[src/fpuc_pkg.sv]
// Purpose: Shared constants and types for the flash program unlock control block
// Assumes: 16-bit register write port from the processor, one clock
// Notes: Register offsets here are word offsets on the private register port
package fpuc_pkg;
    localparam logic [0:0] FPUC_ADDR_CTRL = 1'h0;
    localparam logic [0:0] FPUC_ADDR_KEY = 1'h1;
    localparam logic [7:0] FPUC_KEY_FIRST = 8'h55;
    localparam logic [7:0] FPUC_KEY_SECOND = 8'hAA;
    localparam int FPUC_START_BIT = 15;
    localparam int FPUC_TYPE_LSB = 0;
    localparam int FPUC_TYPE_W = 4;
    localparam int FPUC_BLOCK_LSB = 4;
    localparam int FPUC_BLOCK_W = 4;
    localparam logic [15:0] FPUC_CTRL_RESET = 16'h0000;
    localparam int FPUC_ROW_WORDS = 64;
    localparam int FPUC_ROW_BYTES = 192;
    localparam int FPUC_PAGE_BYTES = 1536;
    localparam logic [3:0] FPUC_OP_ROW = 4'h1;
    localparam logic [3:0] FPUC_OP_PAGE_ERASE = 4'h2;
    localparam logic [3:0] FPUC_OP_WORD = 4'h3;

    typedef struct packed {
        logic [3:0] block_sel;
        logic [3:0] mem_type;
    } fpuc_op_t;

    typedef struct packed {
        logic [23:0] addr;
        logic [23:0] data;
    } fpuc_word_t;

    typedef enum logic [1:0] {
        FPUC_KEY_IDLE = 2'b00,
        FPUC_KEY_HALF = 2'b01,
        FPUC_KEY_OPEN = 2'b11
    } fpuc_key_t;

    typedef enum logic [1:0] {
        FPUC_OP_IDLE = 2'b00,
        FPUC_OP_RUN = 2'b01,
        FPUC_OP_WAIT = 2'b11
    } fpuc_state_t;
endpackage

[src/fpuc_row_buf.sv]
// Purpose: Row holding buffer for one flash row of instruction words
// Assumes: Single writer and single reader, same clock
// Notes: Read data come from a register one cycle after the address
`timescale 1ns/1ns
module fpuc_row_buf #(
    parameter int WORDS = 64,
    parameter int WIDTH = 24
) (
    input wire logic mclk_in,
    input wire logic wr_en_in,
    input wire logic [$clog2(WORDS)-1:0] wr_idx_in,
    input wire logic [WIDTH-1:0] wr_data_in,
    input wire logic [$clog2(WORDS)-1:0] rd_idx_in,
    output logic [WIDTH-1:0] rd_data_out
);
    logic [WIDTH-1:0] mem [WORDS];

    always_ff @(posedge mclk_in) begin
        if (wr_en_in) begin
            mem[wr_idx_in] <= wr_data_in;
        end
    end

    always_ff @(posedge mclk_in) begin
        rd_data_out <= mem[rd_idx_in];
    end
endmodule

[src/fpuc_ctrl.sv]
// Purpose: Run-time self-programming control: unlock key, start/stop, row buffer load
// Assumes: Processor writes registers on a private 16-bit port; flash array is external
// Notes: Start is accepted only right after the two key writes; start bit self clears
`timescale 1ns/1ns
module fpuc_ctrl #(
    parameter int ROW_WORDS = fpuc_pkg::FPUC_ROW_WORDS,
    parameter int WORD_W = 24
) (
    input wire logic mclk_in,
    input wire logic srst_in,
    input wire logic reg_wr_in,
    input wire logic [0:0] reg_addr_in,
    input wire logic [15:0] reg_wdata_in,
    input wire logic reg_rd_in,
    output logic [15:0] reg_rdata_out,
    input wire logic buf_wr_in,
    input wire fpuc_pkg::fpuc_word_t buf_word_in,
    output logic buf_align_err_out,
    output logic cpu_stall_out,
    output logic flash_go_out,
    output fpuc_pkg::fpuc_op_t flash_op_out,
    output logic [23:0] flash_addr_out,
    output logic flash_wr_out,
    output fpuc_pkg::fpuc_word_t flash_word_out,
    input wire logic flash_done_in
);
    localparam int IDX_W = $clog2(ROW_WORDS);

    // Index wrap and the fixed 24-bit word struct pin both sizes
    if (ROW_WORDS != fpuc_pkg::FPUC_ROW_WORDS || WORD_W != 24) begin : g_cfg_check
        $error("fpuc_ctrl: unsupported row size or word width");
    end

    fpuc_pkg::fpuc_key_t key_r;
    fpuc_pkg::fpuc_state_t state_r;
    logic [15:0] ctrl_r;
    logic [IDX_W-1:0] load_idx_r;
    logic [23:0] row_base_r;
    logic [IDX_W-1:0] prog_idx_r;
    logic [IDX_W-1:0] word_idx_r;
    logic rd_valid_r;
    logic [WORD_W-1:0] buf_rdata;
    logic ctrl_wr;
    logic key_wr;
    logic start_req;
    logic start_ok;
    logic aligned_ok;
    logic [3:0] op_type;
    logic [3:0] run_type;

    assign ctrl_wr = reg_wr_in && reg_addr_in == fpuc_pkg::FPUC_ADDR_CTRL;
    assign key_wr = reg_wr_in && reg_addr_in == fpuc_pkg::FPUC_ADDR_KEY;
    assign start_req = ctrl_wr && reg_wdata_in[fpuc_pkg::FPUC_START_BIT];
    assign op_type = reg_wdata_in[fpuc_pkg::FPUC_TYPE_LSB +: fpuc_pkg::FPUC_TYPE_W];
    assign run_type = ctrl_r[fpuc_pkg::FPUC_TYPE_LSB +: fpuc_pkg::FPUC_TYPE_W];

    // Target address must sit on the boundary the operation works on
    always_comb begin
        unique case (op_type)
            fpuc_pkg::FPUC_OP_PAGE_ERASE:
                aligned_ok = (row_base_r % 24'(fpuc_pkg::FPUC_PAGE_BYTES)) == 24'h000000;
            fpuc_pkg::FPUC_OP_ROW:
                aligned_ok = (row_base_r % 24'(fpuc_pkg::FPUC_ROW_BYTES)) == 24'h000000;
            default:
                aligned_ok = 1'b1;
        endcase
    end

    assign start_ok = start_req && key_r == fpuc_pkg::FPUC_KEY_OPEN
        && state_r == fpuc_pkg::FPUC_OP_IDLE && aligned_ok;

    // Unlock sequence: any register write other than the expected key closes it
    always_ff @(posedge mclk_in) begin
        if (srst_in) begin
            key_r <= fpuc_pkg::FPUC_KEY_IDLE;
        end else if (reg_wr_in) begin
            if (key_wr && reg_wdata_in[7:0] == fpuc_pkg::FPUC_KEY_FIRST) begin
                key_r <= fpuc_pkg::FPUC_KEY_HALF;
            end else if (key_wr && key_r == fpuc_pkg::FPUC_KEY_HALF
                    && reg_wdata_in[7:0] == fpuc_pkg::FPUC_KEY_SECOND) begin
                key_r <= fpuc_pkg::FPUC_KEY_OPEN;
            end else begin
                key_r <= fpuc_pkg::FPUC_KEY_IDLE;
            end
        end else if (buf_wr_in) begin
            key_r <= fpuc_pkg::FPUC_KEY_IDLE;
        end
    end

    // Control register: selection fields are writable only while idle
    always_ff @(posedge mclk_in) begin
        if (srst_in) begin
            ctrl_r <= fpuc_pkg::FPUC_CTRL_RESET;
        end else if (state_r == fpuc_pkg::FPUC_OP_WAIT && flash_done_in) begin
            ctrl_r[fpuc_pkg::FPUC_START_BIT] <= 1'b0;
        end else if (ctrl_wr && state_r == fpuc_pkg::FPUC_OP_IDLE) begin
            ctrl_r[14:0] <= reg_wdata_in[14:0];
            ctrl_r[fpuc_pkg::FPUC_START_BIT] <= start_ok;
        end
    end

    // Row buffer load index: sequential words from an aligned group
    always_ff @(posedge mclk_in) begin
        if (srst_in) begin
            load_idx_r <= '0;
            row_base_r <= 24'h000000;
            buf_align_err_out <= 1'b0;
        end else if (buf_wr_in && state_r == fpuc_pkg::FPUC_OP_IDLE) begin
            if (load_idx_r == '0) begin
                row_base_r <= buf_word_in.addr;
            end
            buf_align_err_out <= buf_word_in.addr[IDX_W-1:0] != load_idx_r;
            load_idx_r <= IDX_W'(load_idx_r + 1'b1);
        end else if (start_ok) begin
            load_idx_r <= '0;
        end
    end

    fpuc_row_buf #(
        .WORDS(ROW_WORDS),
        .WIDTH(WORD_W)
    ) u_row_buf (
        .mclk_in(mclk_in),
        .wr_en_in(buf_wr_in && state_r == fpuc_pkg::FPUC_OP_IDLE),
        .wr_idx_in(load_idx_r),
        .wr_data_in(buf_word_in.data),
        .rd_idx_in(prog_idx_r),
        .rd_data_out(buf_rdata)
    );

    // Operation sequencer: streams the row for a row program, then waits for the array to finish
    always_ff @(posedge mclk_in) begin
        if (srst_in) begin
            state_r <= fpuc_pkg::FPUC_OP_IDLE;
            prog_idx_r <= '0;
            rd_valid_r <= 1'b0;
        end else begin
            rd_valid_r <= state_r == fpuc_pkg::FPUC_OP_RUN
                && run_type == fpuc_pkg::FPUC_OP_ROW;
            unique case (state_r)
                fpuc_pkg::FPUC_OP_IDLE: begin
                    prog_idx_r <= '0;
                    if (start_ok) begin
                        state_r <= fpuc_pkg::FPUC_OP_RUN;
                    end
                end
                fpuc_pkg::FPUC_OP_RUN: begin
                    if (run_type != fpuc_pkg::FPUC_OP_ROW
                            || prog_idx_r == IDX_W'(ROW_WORDS - 1)) begin
                        state_r <= fpuc_pkg::FPUC_OP_WAIT;
                    end else begin
                        prog_idx_r <= IDX_W'(prog_idx_r + 1'b1);
                    end
                end
                fpuc_pkg::FPUC_OP_WAIT: begin
                    if (flash_done_in) begin
                        state_r <= fpuc_pkg::FPUC_OP_IDLE;
                    end
                end
                default: state_r <= fpuc_pkg::FPUC_OP_IDLE;
            endcase
        end
    end

    // Buffer read data lag the read index by one cycle, so the address lags too
    always_ff @(posedge mclk_in) begin
        if (srst_in) begin
            word_idx_r <= '0;
        end else begin
            word_idx_r <= prog_idx_r;
        end
    end

    // Flash side outputs
    always_ff @(posedge mclk_in) begin
        if (srst_in) begin
            flash_go_out <= 1'b0;
            flash_op_out <= '0;
            flash_addr_out <= 24'h000000;
            flash_wr_out <= 1'b0;
            flash_word_out <= '0;
        end else begin
            flash_go_out <= start_ok;
            if (start_ok) begin
                flash_op_out.block_sel <= reg_wdata_in[fpuc_pkg::FPUC_BLOCK_LSB +:
                    fpuc_pkg::FPUC_BLOCK_W];
                flash_op_out.mem_type <= op_type;
                flash_addr_out <= row_base_r;
            end
            flash_wr_out <= rd_valid_r;
            flash_word_out.addr <= row_base_r + 24'(word_idx_r);
            flash_word_out.data <= buf_rdata;
        end
    end

    // Stall rises with go, the cycle after acceptance, and drops the cycle after the array reports done
    always_ff @(posedge mclk_in) begin
        if (srst_in) begin
            cpu_stall_out <= 1'b0;
        end else begin
            cpu_stall_out <= start_ok || (state_r != fpuc_pkg::FPUC_OP_IDLE
                && !(state_r == fpuc_pkg::FPUC_OP_WAIT && flash_done_in));
        end
    end

    // Readback: key register reads as zero
    always_ff @(posedge mclk_in) begin
        if (srst_in) begin
            reg_rdata_out <= 16'h0000;
        end else if (reg_rd_in) begin
            reg_rdata_out <= reg_addr_in == fpuc_pkg::FPUC_ADDR_CTRL ? ctrl_r : 16'h0000;
        end
    end
endmodule

[config.mk]
export PLATFORM = sky130hd
export DESIGN_NAME = fpuc_ctrl
export DESIGN_NICKNAME = d
export VERILOG_FILES = /design/src/fpuc_pkg.sv /design/src/fpuc_row_buf.sv /design/src/fpuc_ctrl.sv
export SDC_FILE = /design/constraint.sdc
export NUM_CORES = 2
export LEC_CHECK = 0
export BUFFER_PORTS_ARGS = -buffer_cell sky130_fd_sc_hd__buf_2
export CORE_ASPECT_RATIO = 1.2
export CORE_MARGIN = 3
export CORE_UTILIZATION = 60
export CTS_CLUSTER_SIZE = 28
export DETAILED_ROUTE_END_ITERATION = 6
export PLACE_DENSITY = 0.77
export SLEW_MARGIN = 20
export SYNTH_ARGS = -nofsm -noshare
export SYNTH_HDL_FRONTEND = slang
export SYNTH_SLANG_ARGS = --single-unit
[constraint.sdc]
create_clock -name mclk_in -period 11.1 [get_ports mclk_in]
set_clock_uncertainty 0.15 [all_clocks]
set_input_delay 1.11 -clock mclk_in [delete_from_list [all_inputs] [get_ports mclk_in]]
set_output_delay 1.11 -clock mclk_in [all_outputs]
set_load 0.005 [all_outputs]
# Word-level counts from Yosys, hierarchy flattened
# Memory sizes are Yosys's and may differ from the RTL's. A register that Yosys moved wholly into a read port is not among the register bits.
# Index checks and enable logic that the tools add are counted.
# Widths: inputs -> output; s select.
[word_totals]
reg_bits = 163
ramBits = 1536
in_bits = 71
output_inout_bits = 100
word_cells = 89
n_memories = 1
[classes]
addsub = 3
n_div = 2
n_eq_ne = 16
n_mux = 16
bitwise = 2
reduce_logical = 30
[memory_table]
columns = ["memory", "words", "width", "rd", "rd_clocked_by_memory_dff", "wr", "line_no", "rtl"]
rows = [
  ["u_row_buf.mem", 64, 24, 1, 1, 1, "fpuc_row_buf.sv:16", "logic [WIDTH-1:0] mem [WORDS];"],
]
[op_table]
columns = ["op", "n"]
rows = [
  ["$logic_not 24->1", 2],
  ["$add 24x6->24", 1],
  ["$mod 24x11->24 const B", 1],
  ["$mod 24x8->24 const B", 1],
  ["$mux 6", 3],
  ["$mux 16", 1],
  ["$logic_and 1x1->1", 14],
  ["$mux 2", 7],
  ["$add 6x1->6 const B", 2],
  ["$pmux 6 s2", 1],
  ["$eq 4x1->1 const B", 2],
  ["$eq 8x7->1 const B", 1],
  ["$eq 8x8->1 const B", 1],
  ["$reduce_bool 2->1", 4],
  ["$eq 6x6->1 const B", 1],
  ["$logic_not 6->1", 1],
  ["$ne 2x2->1 const B", 3],
  ["$ne 6x6->1", 1],
  ["$pmux 2 s3", 1],
  ["$reduce_and 2->1", 3],
  ["$eq 2x1->1 const B", 2],
  ["$eq 2x2->1 const B", 2],
  ["$eq 4x2->1 const B", 1],
  ["$ne 4x1->1 const B", 1],
  ["9 further kinds", 12],
]

# Logic depth before layout (Yosys ltp)
[depth]
word_depth = 8
depth_mapped = 19
mapped_depth_nobuf = 14

# Modules after synthesis
# From an unflattened synthesis, not the netlist that was laid out.
[unflattened]
hier_cells = 3496
area_unflattened_um2 = 66829.1
[by_module_without_submodules]
columns = ["module", "instances", "cells_per_inst", "area_each_um2", "seq_area_each_um2"]
rows = [
  ["fpuc_row_buf", 1, 2610, 59295.6, 46604.7],
  ["fpuc_ctrl", 1, 886, 7533.5, 3263.1],
]

# Worst setup path before layout
# OpenSTA, ideal clock, no wires.
[synth_path]
path_type = "reg-to-reg"
start = "reg row_base_r[18]"
end = "reg load_idx_r[1]"
setup_ns = 0.116
arrival_time_ns = 4.102
t_required_ns = 10.834
path_slack_ns = 6.731
stages_incl_launch_ff = 20
n_path_buf = 5
period_less_slack_ns = 4.369
path_cell_list = "dfxtp_1 -> buf_2 -> buf_2 -> nor3b_2 -> a211oi_2 -> o2bb2ai_1 -> nor2_2 -> o311a_2 -> a21oi_1 -> o21ai_0 -> o211a_1 -> or4_1 -> or2_0 -> clkbuf_2 -> or3_1 -> a31o_1 -> o21a_1 -> buf_6 -> buf_6 -> a41o_1"
[synth_via]
elab_chain_len = 5
word_cells_on_any_way = 7
classes_between = "div (2); mux (1); reduce/logical (4)"
[synth_rtl]
columns = ["item", "line_no", "rtl"]
rows = [
  ["start: declaration", "fpuc_ctrl.sv:38", "logic [23:0] row_base_r;"],
  ["start signal: assignment", "fpuc_ctrl.sv:110", "row_base_r <= buf_word_in.addr;"],
  ["$mod 24x8->24 or $mod 24x11->24 (tied branches)", "fpuc_ctrl.sv:63, fpuc_ctrl.sv:61", ""],
  ["$logic_not 24->1, on equally long branches", "fpuc_ctrl.sv:63, fpuc_ctrl.sv:61", ""],
  ["$pmux 1 s2 *", "fpuc_ctrl.sv:59", "unique case (op_type)"],
  ["$logic_and 1x1->1 *", "fpuc_ctrl.sv:70", "&& state_r == fpuc_pkg::FPUC_OP_IDLE && aligned_ok;"],
  ["$reduce_bool 2->1 (no line) *", "--", ""],
  ["end signal: assignment", "fpuc_ctrl.sv:113", "load_idx_r <= IDX_W'(load_idx_r + 1'b1);"],
  ["end: declaration", "fpuc_ctrl.sv:37", "logic [IDX_W-1:0] load_idx_r;"],
]
# Mark *: on every way between the ends. The rest lies on a longest branch, timed or not.
# A chain may end at the register's enable or synchronous reset.

# Final worst setup path
[layout_path]
start = "reg row_base_r[19]"
end = "reg flash_addr_out[20]"
[layout_via]
elab_chain_len = 4
word_cells_on_any_way = 6
classes_between = "div (2); mux (1); reduce/logical (3)"
[layout_rtl]
columns = ["item", "line_no", "rtl"]
rows = [
  ["$mod 24x8->24 or $mod 24x11->24 (tied branches)", "fpuc_ctrl.sv:63, fpuc_ctrl.sv:61", ""],
  ["$logic_not 24->1, on equally long branches", "fpuc_ctrl.sv:63, fpuc_ctrl.sv:61", ""],
  ["$pmux 1 s2 *", "fpuc_ctrl.sv:59", ""],
  ["$logic_and 1x1->1 *", "fpuc_ctrl.sv:70", ""],
  ["end signal: assignment", "fpuc_ctrl.sv:188", "flash_addr_out <= row_base_r;"],
  ["end: declaration", "fpuc_ctrl.sv:22", "output logic [23:0] flash_addr_out,"],
]
# Marks and branches as above.

==> impl_metrics.yaml <==
outcome:
  status: "completed"
clock_tree:
  numClockSinks: 1723
  cts_buffer_depth: 3
  hold_buffers: 0
  post-cts-setup-buffer-count: 0
  cts_buffers: 158
  cts_root_buffer: "clkbuf_16"
  htree_levels: 4
  tritoncts: "built"
  clk_pin_slew_worst_paths_ns: 0.06
  cts-resized-gates: 0
  clk_latency_ns: 0.77
timing:
  hold_viol: 0
  hold_slack_ns: 0.297
  min_period_ns: 5.42
  finalSetupViolCount: 0
  relSlewSlack_pct: 29.8
  worstMarginPinSlew_ns: 1.05
  fmax_mhz: 185
  setup_tns_ns: 0
  slew_viol_final: 0
  period_share_pct: 48.8
  fin_ws_ns: 5.68
  rsz0062_at_grt: "no"
die:
  design.core.area_um2: 110000
  fp-row-count: 133
  ios: 171
  dieWidth_um: 310
  die_area_um2: 115000
  die_h_um: 370
  start_util_pct: 60.5
synthesis:
  async_flop_share_pct: 0
  yosys_register_bits: 1723
  netlist_area_um2: 66300
  synth_ff_type: "edfxtp_1"
  synth_cell_type_count: 87
  synth_warnings: 0
  synthesis.instances: 3160
  synth_nets: 3241
  synth_edf_count: 1536
  synth.avg_cell_area_um2: 21.0
  yosysSeqAreaShare_pct: 75.2
setup_path:
  r2r_start: "row_base_r[19]"
  crit_path_end: "flash_addr_out[20]"
  r2r_end: "flash_addr_out[20]"
  slowest_delay_ns: 0.68
  cp-end-kind: "register"
  r2r_cells: 15
  crit_arrival_ns: 5.96
  worstPathCellList: "and3b_1 -> o31ai_1 -> a2bb2oi_2 -> a211oi_1 -> o31ai_2 -> a21oi_2 -> nand2b_4 -> o211a_1 -> or4_1 -> or2_0 -> a22o_1 -> o41ai_2 -> o21a_2 -> buf_4 -> mux2i_1"
  crit_fanout: 40
  slowest_stage: "dfxtp_1"
  start_kind: "register"
  cp_data_required_time_ns: 11.64
  ff2ff_setup_slack_ns: 5.68
  critPathLaunch: "row_base_r[19]"
  path_class: "register to register"
drt:
  ant_nets: 0
  routed-via-count: 33900
  via_per_inst: 6.88
  drt-pass1-iter-count: 6
  wl_mm: 164
  drc: 0
  drt_iter0_markers: 4377
  drt-wirelength-per-cell_um: 33.3
global_routing:
  grt_max_degree: 140
  grt_pass1_wl_mm: 239
  grt_pass1_vias: 34800
  track_usage_pct: 29.3
  grt_overflow: 0
  antenna_found_initial: 13
power_and_ir_drop:
  comb_power_share_pct: 2.5
  irDropWorstVdd_v: 0.000134
  leakage_nw: 23.3
  seqPwrFrac_pct: 55.3
  p_clk_share_pct: 42.1
  total_power_mw: 12.9
  p_switching_mw: 2.58
  cellPowerDensity_nw_per_um2: 173
  intPower_mw: 10.3
  switching_share_pct: 20.0
place:
  place.gp.congestion: 0.869
  post_dp_cell_area_um2: 69000
  portBuffers: 170
  place_inst: 4642
  hpwl_mm: 89.2
  pre_cts_slack_ns: 5.74
finish:
  fillers: 6441
  layout-drive-gt1-share_pct: 31.0
  stdcell_area_um2: 74300
  fin_util_pct: 67.8
  syn2layout_area_growth_pct: 12.0
  nNetsFinal: 3471
  final_cell_count_no_fill: 4928
min_path:
  holdCritPathClass: "register to register"
  min_from: "u_row_buf.rd_data_out[23]"
job:
  drv_cap: 0
[flip-flops by register name (all words and copies together), names as in the netlist]
signal	flops
buf_align_err_out	1
cpu_stall_out	1
ctrl_r	16
flash_addr_out	24
flash_go_out	1
flash_op_out	8
flash_word_out	48
flash_wr_out	1
key_r	2
load_idx_r	6
prog_idx_r	6
rd_valid_r	1
reg_rdata_out	16
row_base_r	24
state_r	2
u_row_buf.mem	1536
u_row_buf.rd_data_out	24
word_idx_r	6
[power groups by stage]
stage / Clock (mW) / Sequential, mW / Combinational (mW)
global route: 5.72 / 7.13 / 0.354
CTS: 5.48 / 7.13 / 0.316
finish: 5.43 / 7.13 / 0.327
floorplan: 0 / 7.24 / 0.166
global placement: 0 / 7.26 / 0.296
detailed placement: 0 / 7.27 / 0.313
[cell usage after synthesis, types with 3 or more instances]
library cell / number / area, µm²
a211oi_1: 4 / 30.0
nor2_1: 114 / 428
and3b_1: 3 / 26.3
mux4_2: 504 / 11400
o211ai_1: 3 / 22.5
o21ai_0: 11 / 55.1
nand2_1: 178 / 668
nand3b_1: 23 / 173
ha_1: 9 / 113
buf_2: 4 / 20.0
inv_1: 12 / 45.0
nand4_1: 6 / 37.5
and2_1: 3 / 18.8
mux2i_1: 35 / 350
nand3_1: 23 / 115
o31ai_1: 3 / 22.5
or4_1: 3 / 22.5
a32o_1: 3 / 30.0
dfxtp_1: 187 / 3740
nor2b_1: 43 / 269
or3_1: 7 / 43.8
xnor2_1: 16 / 140
xor2_1: 20 / 175
a31o_1: 3 / 26.3
nor4_1: 4 / 25.0
buf_1: 56 / 210
edfxtp_1: 1536 / 46100
nand2b_1: 26 / 163
o22ai_1: 4 / 25.0
or2_2: 5 / 31.3
and3_1: 6 / 37.5
o41ai_1: 4 / 35.0
buf_6: 7 / 78.8
o21a_1: 3 / 22.5
nor3_1: 20 / 100
clkbuf_1: 118 / 443
a21oi_1: 75 / 375
a21o_1: 13 / 97.6
a41o_1: 3 / 30.0
[per-layer routing]
metal / global-route usage (%) / vias up / routed length [µm]
li1: - / 13400 / -
met1: 38.4 / 17700 / 58000
met2: 48.3 / 2306 / 83700
met3: 6.79 / 434 / 16000
met4: 11.3 / 8 / 6600
met5: 0 / - / 55
[cells in the final DEF (no fill, tap or decap), types with 5 or more instances in the layout]
cell type	synthesis	layout
and3_1	6	6
nand3_1	23	22
xnor2_1	16	16
mux4_2	504	504
nand4_1	6	6
clkinvlp_4	0	7
nor2b_1	43	43
nor2_2	2	66
edfxtp_1	1536	1536
a21oi_1	75	75
buf_4	0	96
or3_1	7	7
ha_1	9	9
clkbuf_16	0	164
nand3b_1	23	23
or2_2	5	5
nor2_1	114	50
clkinv_2	0	29
clkbuf_1	118	25
clkinv_1	1	29
o21ai_0	11	11
mux2i_1	35	35
buf_12	0	8
bufinv_16	0	17
nand2_1	178	178
dfxtp_1	187	182
inv_1	12	12
nand2b_1	26	26
a21o_1	13	13
nor3_1	20	20
xor2_1	20	20
buf_2	4	153
[critical path: cells and delay by family, from the launching register on]
family,cells,cell delay (ns)
compound gates,9,2.32
flops,1,0.68
mux,1,0.29
simple gates,4,1.34
buf+inv,1,0.51
[worst min-delay path by stage]
stage                               endpoint  slack [ns]  cells past startpoint
after floorplan            flash_word_out[0]        0.26                      1
after global placement    flash_word_out[22]        0.27                      1
after detailed placement  flash_word_out[23]        0.29                      1
after CTS                 flash_word_out[23]        0.30                      1
after global routing      flash_word_out[22]        0.31                      1
final                     flash_word_out[23]        0.30                      1
[cells by family after synthesis]
| group | count (synthesis) | share of synthesized area [%] |
|---|---|---|
| xor gates and xnor gates | 36 | 0.475 |
| muxes | 541 | 17.7 |
| DFF | 1723 | 75.2 |
| AOI/OAI and AO/OA | 163 | 1.68 |
| and+or+nand+nor | 486 | 3.57 |
| buffers and inverters | 201 | 1.23 |
| adders and majority gates | 10 | 0.200 |
[area by class of cell]
type,count,area [µm²],area share [%]
multi-input combinational,1236,15800,21.3
antenna,2,5.00,0.00673
sequential,1723,49900,67.1
clock buffer,192,4240,5.70
tap,1417,1770,2.39
inverter,14,53.8,0.0724
clock inverter,87,888,1.20
timing repair buffer,257,1650,2.22
Note: power is estimated with default switching activity, not from simulation.
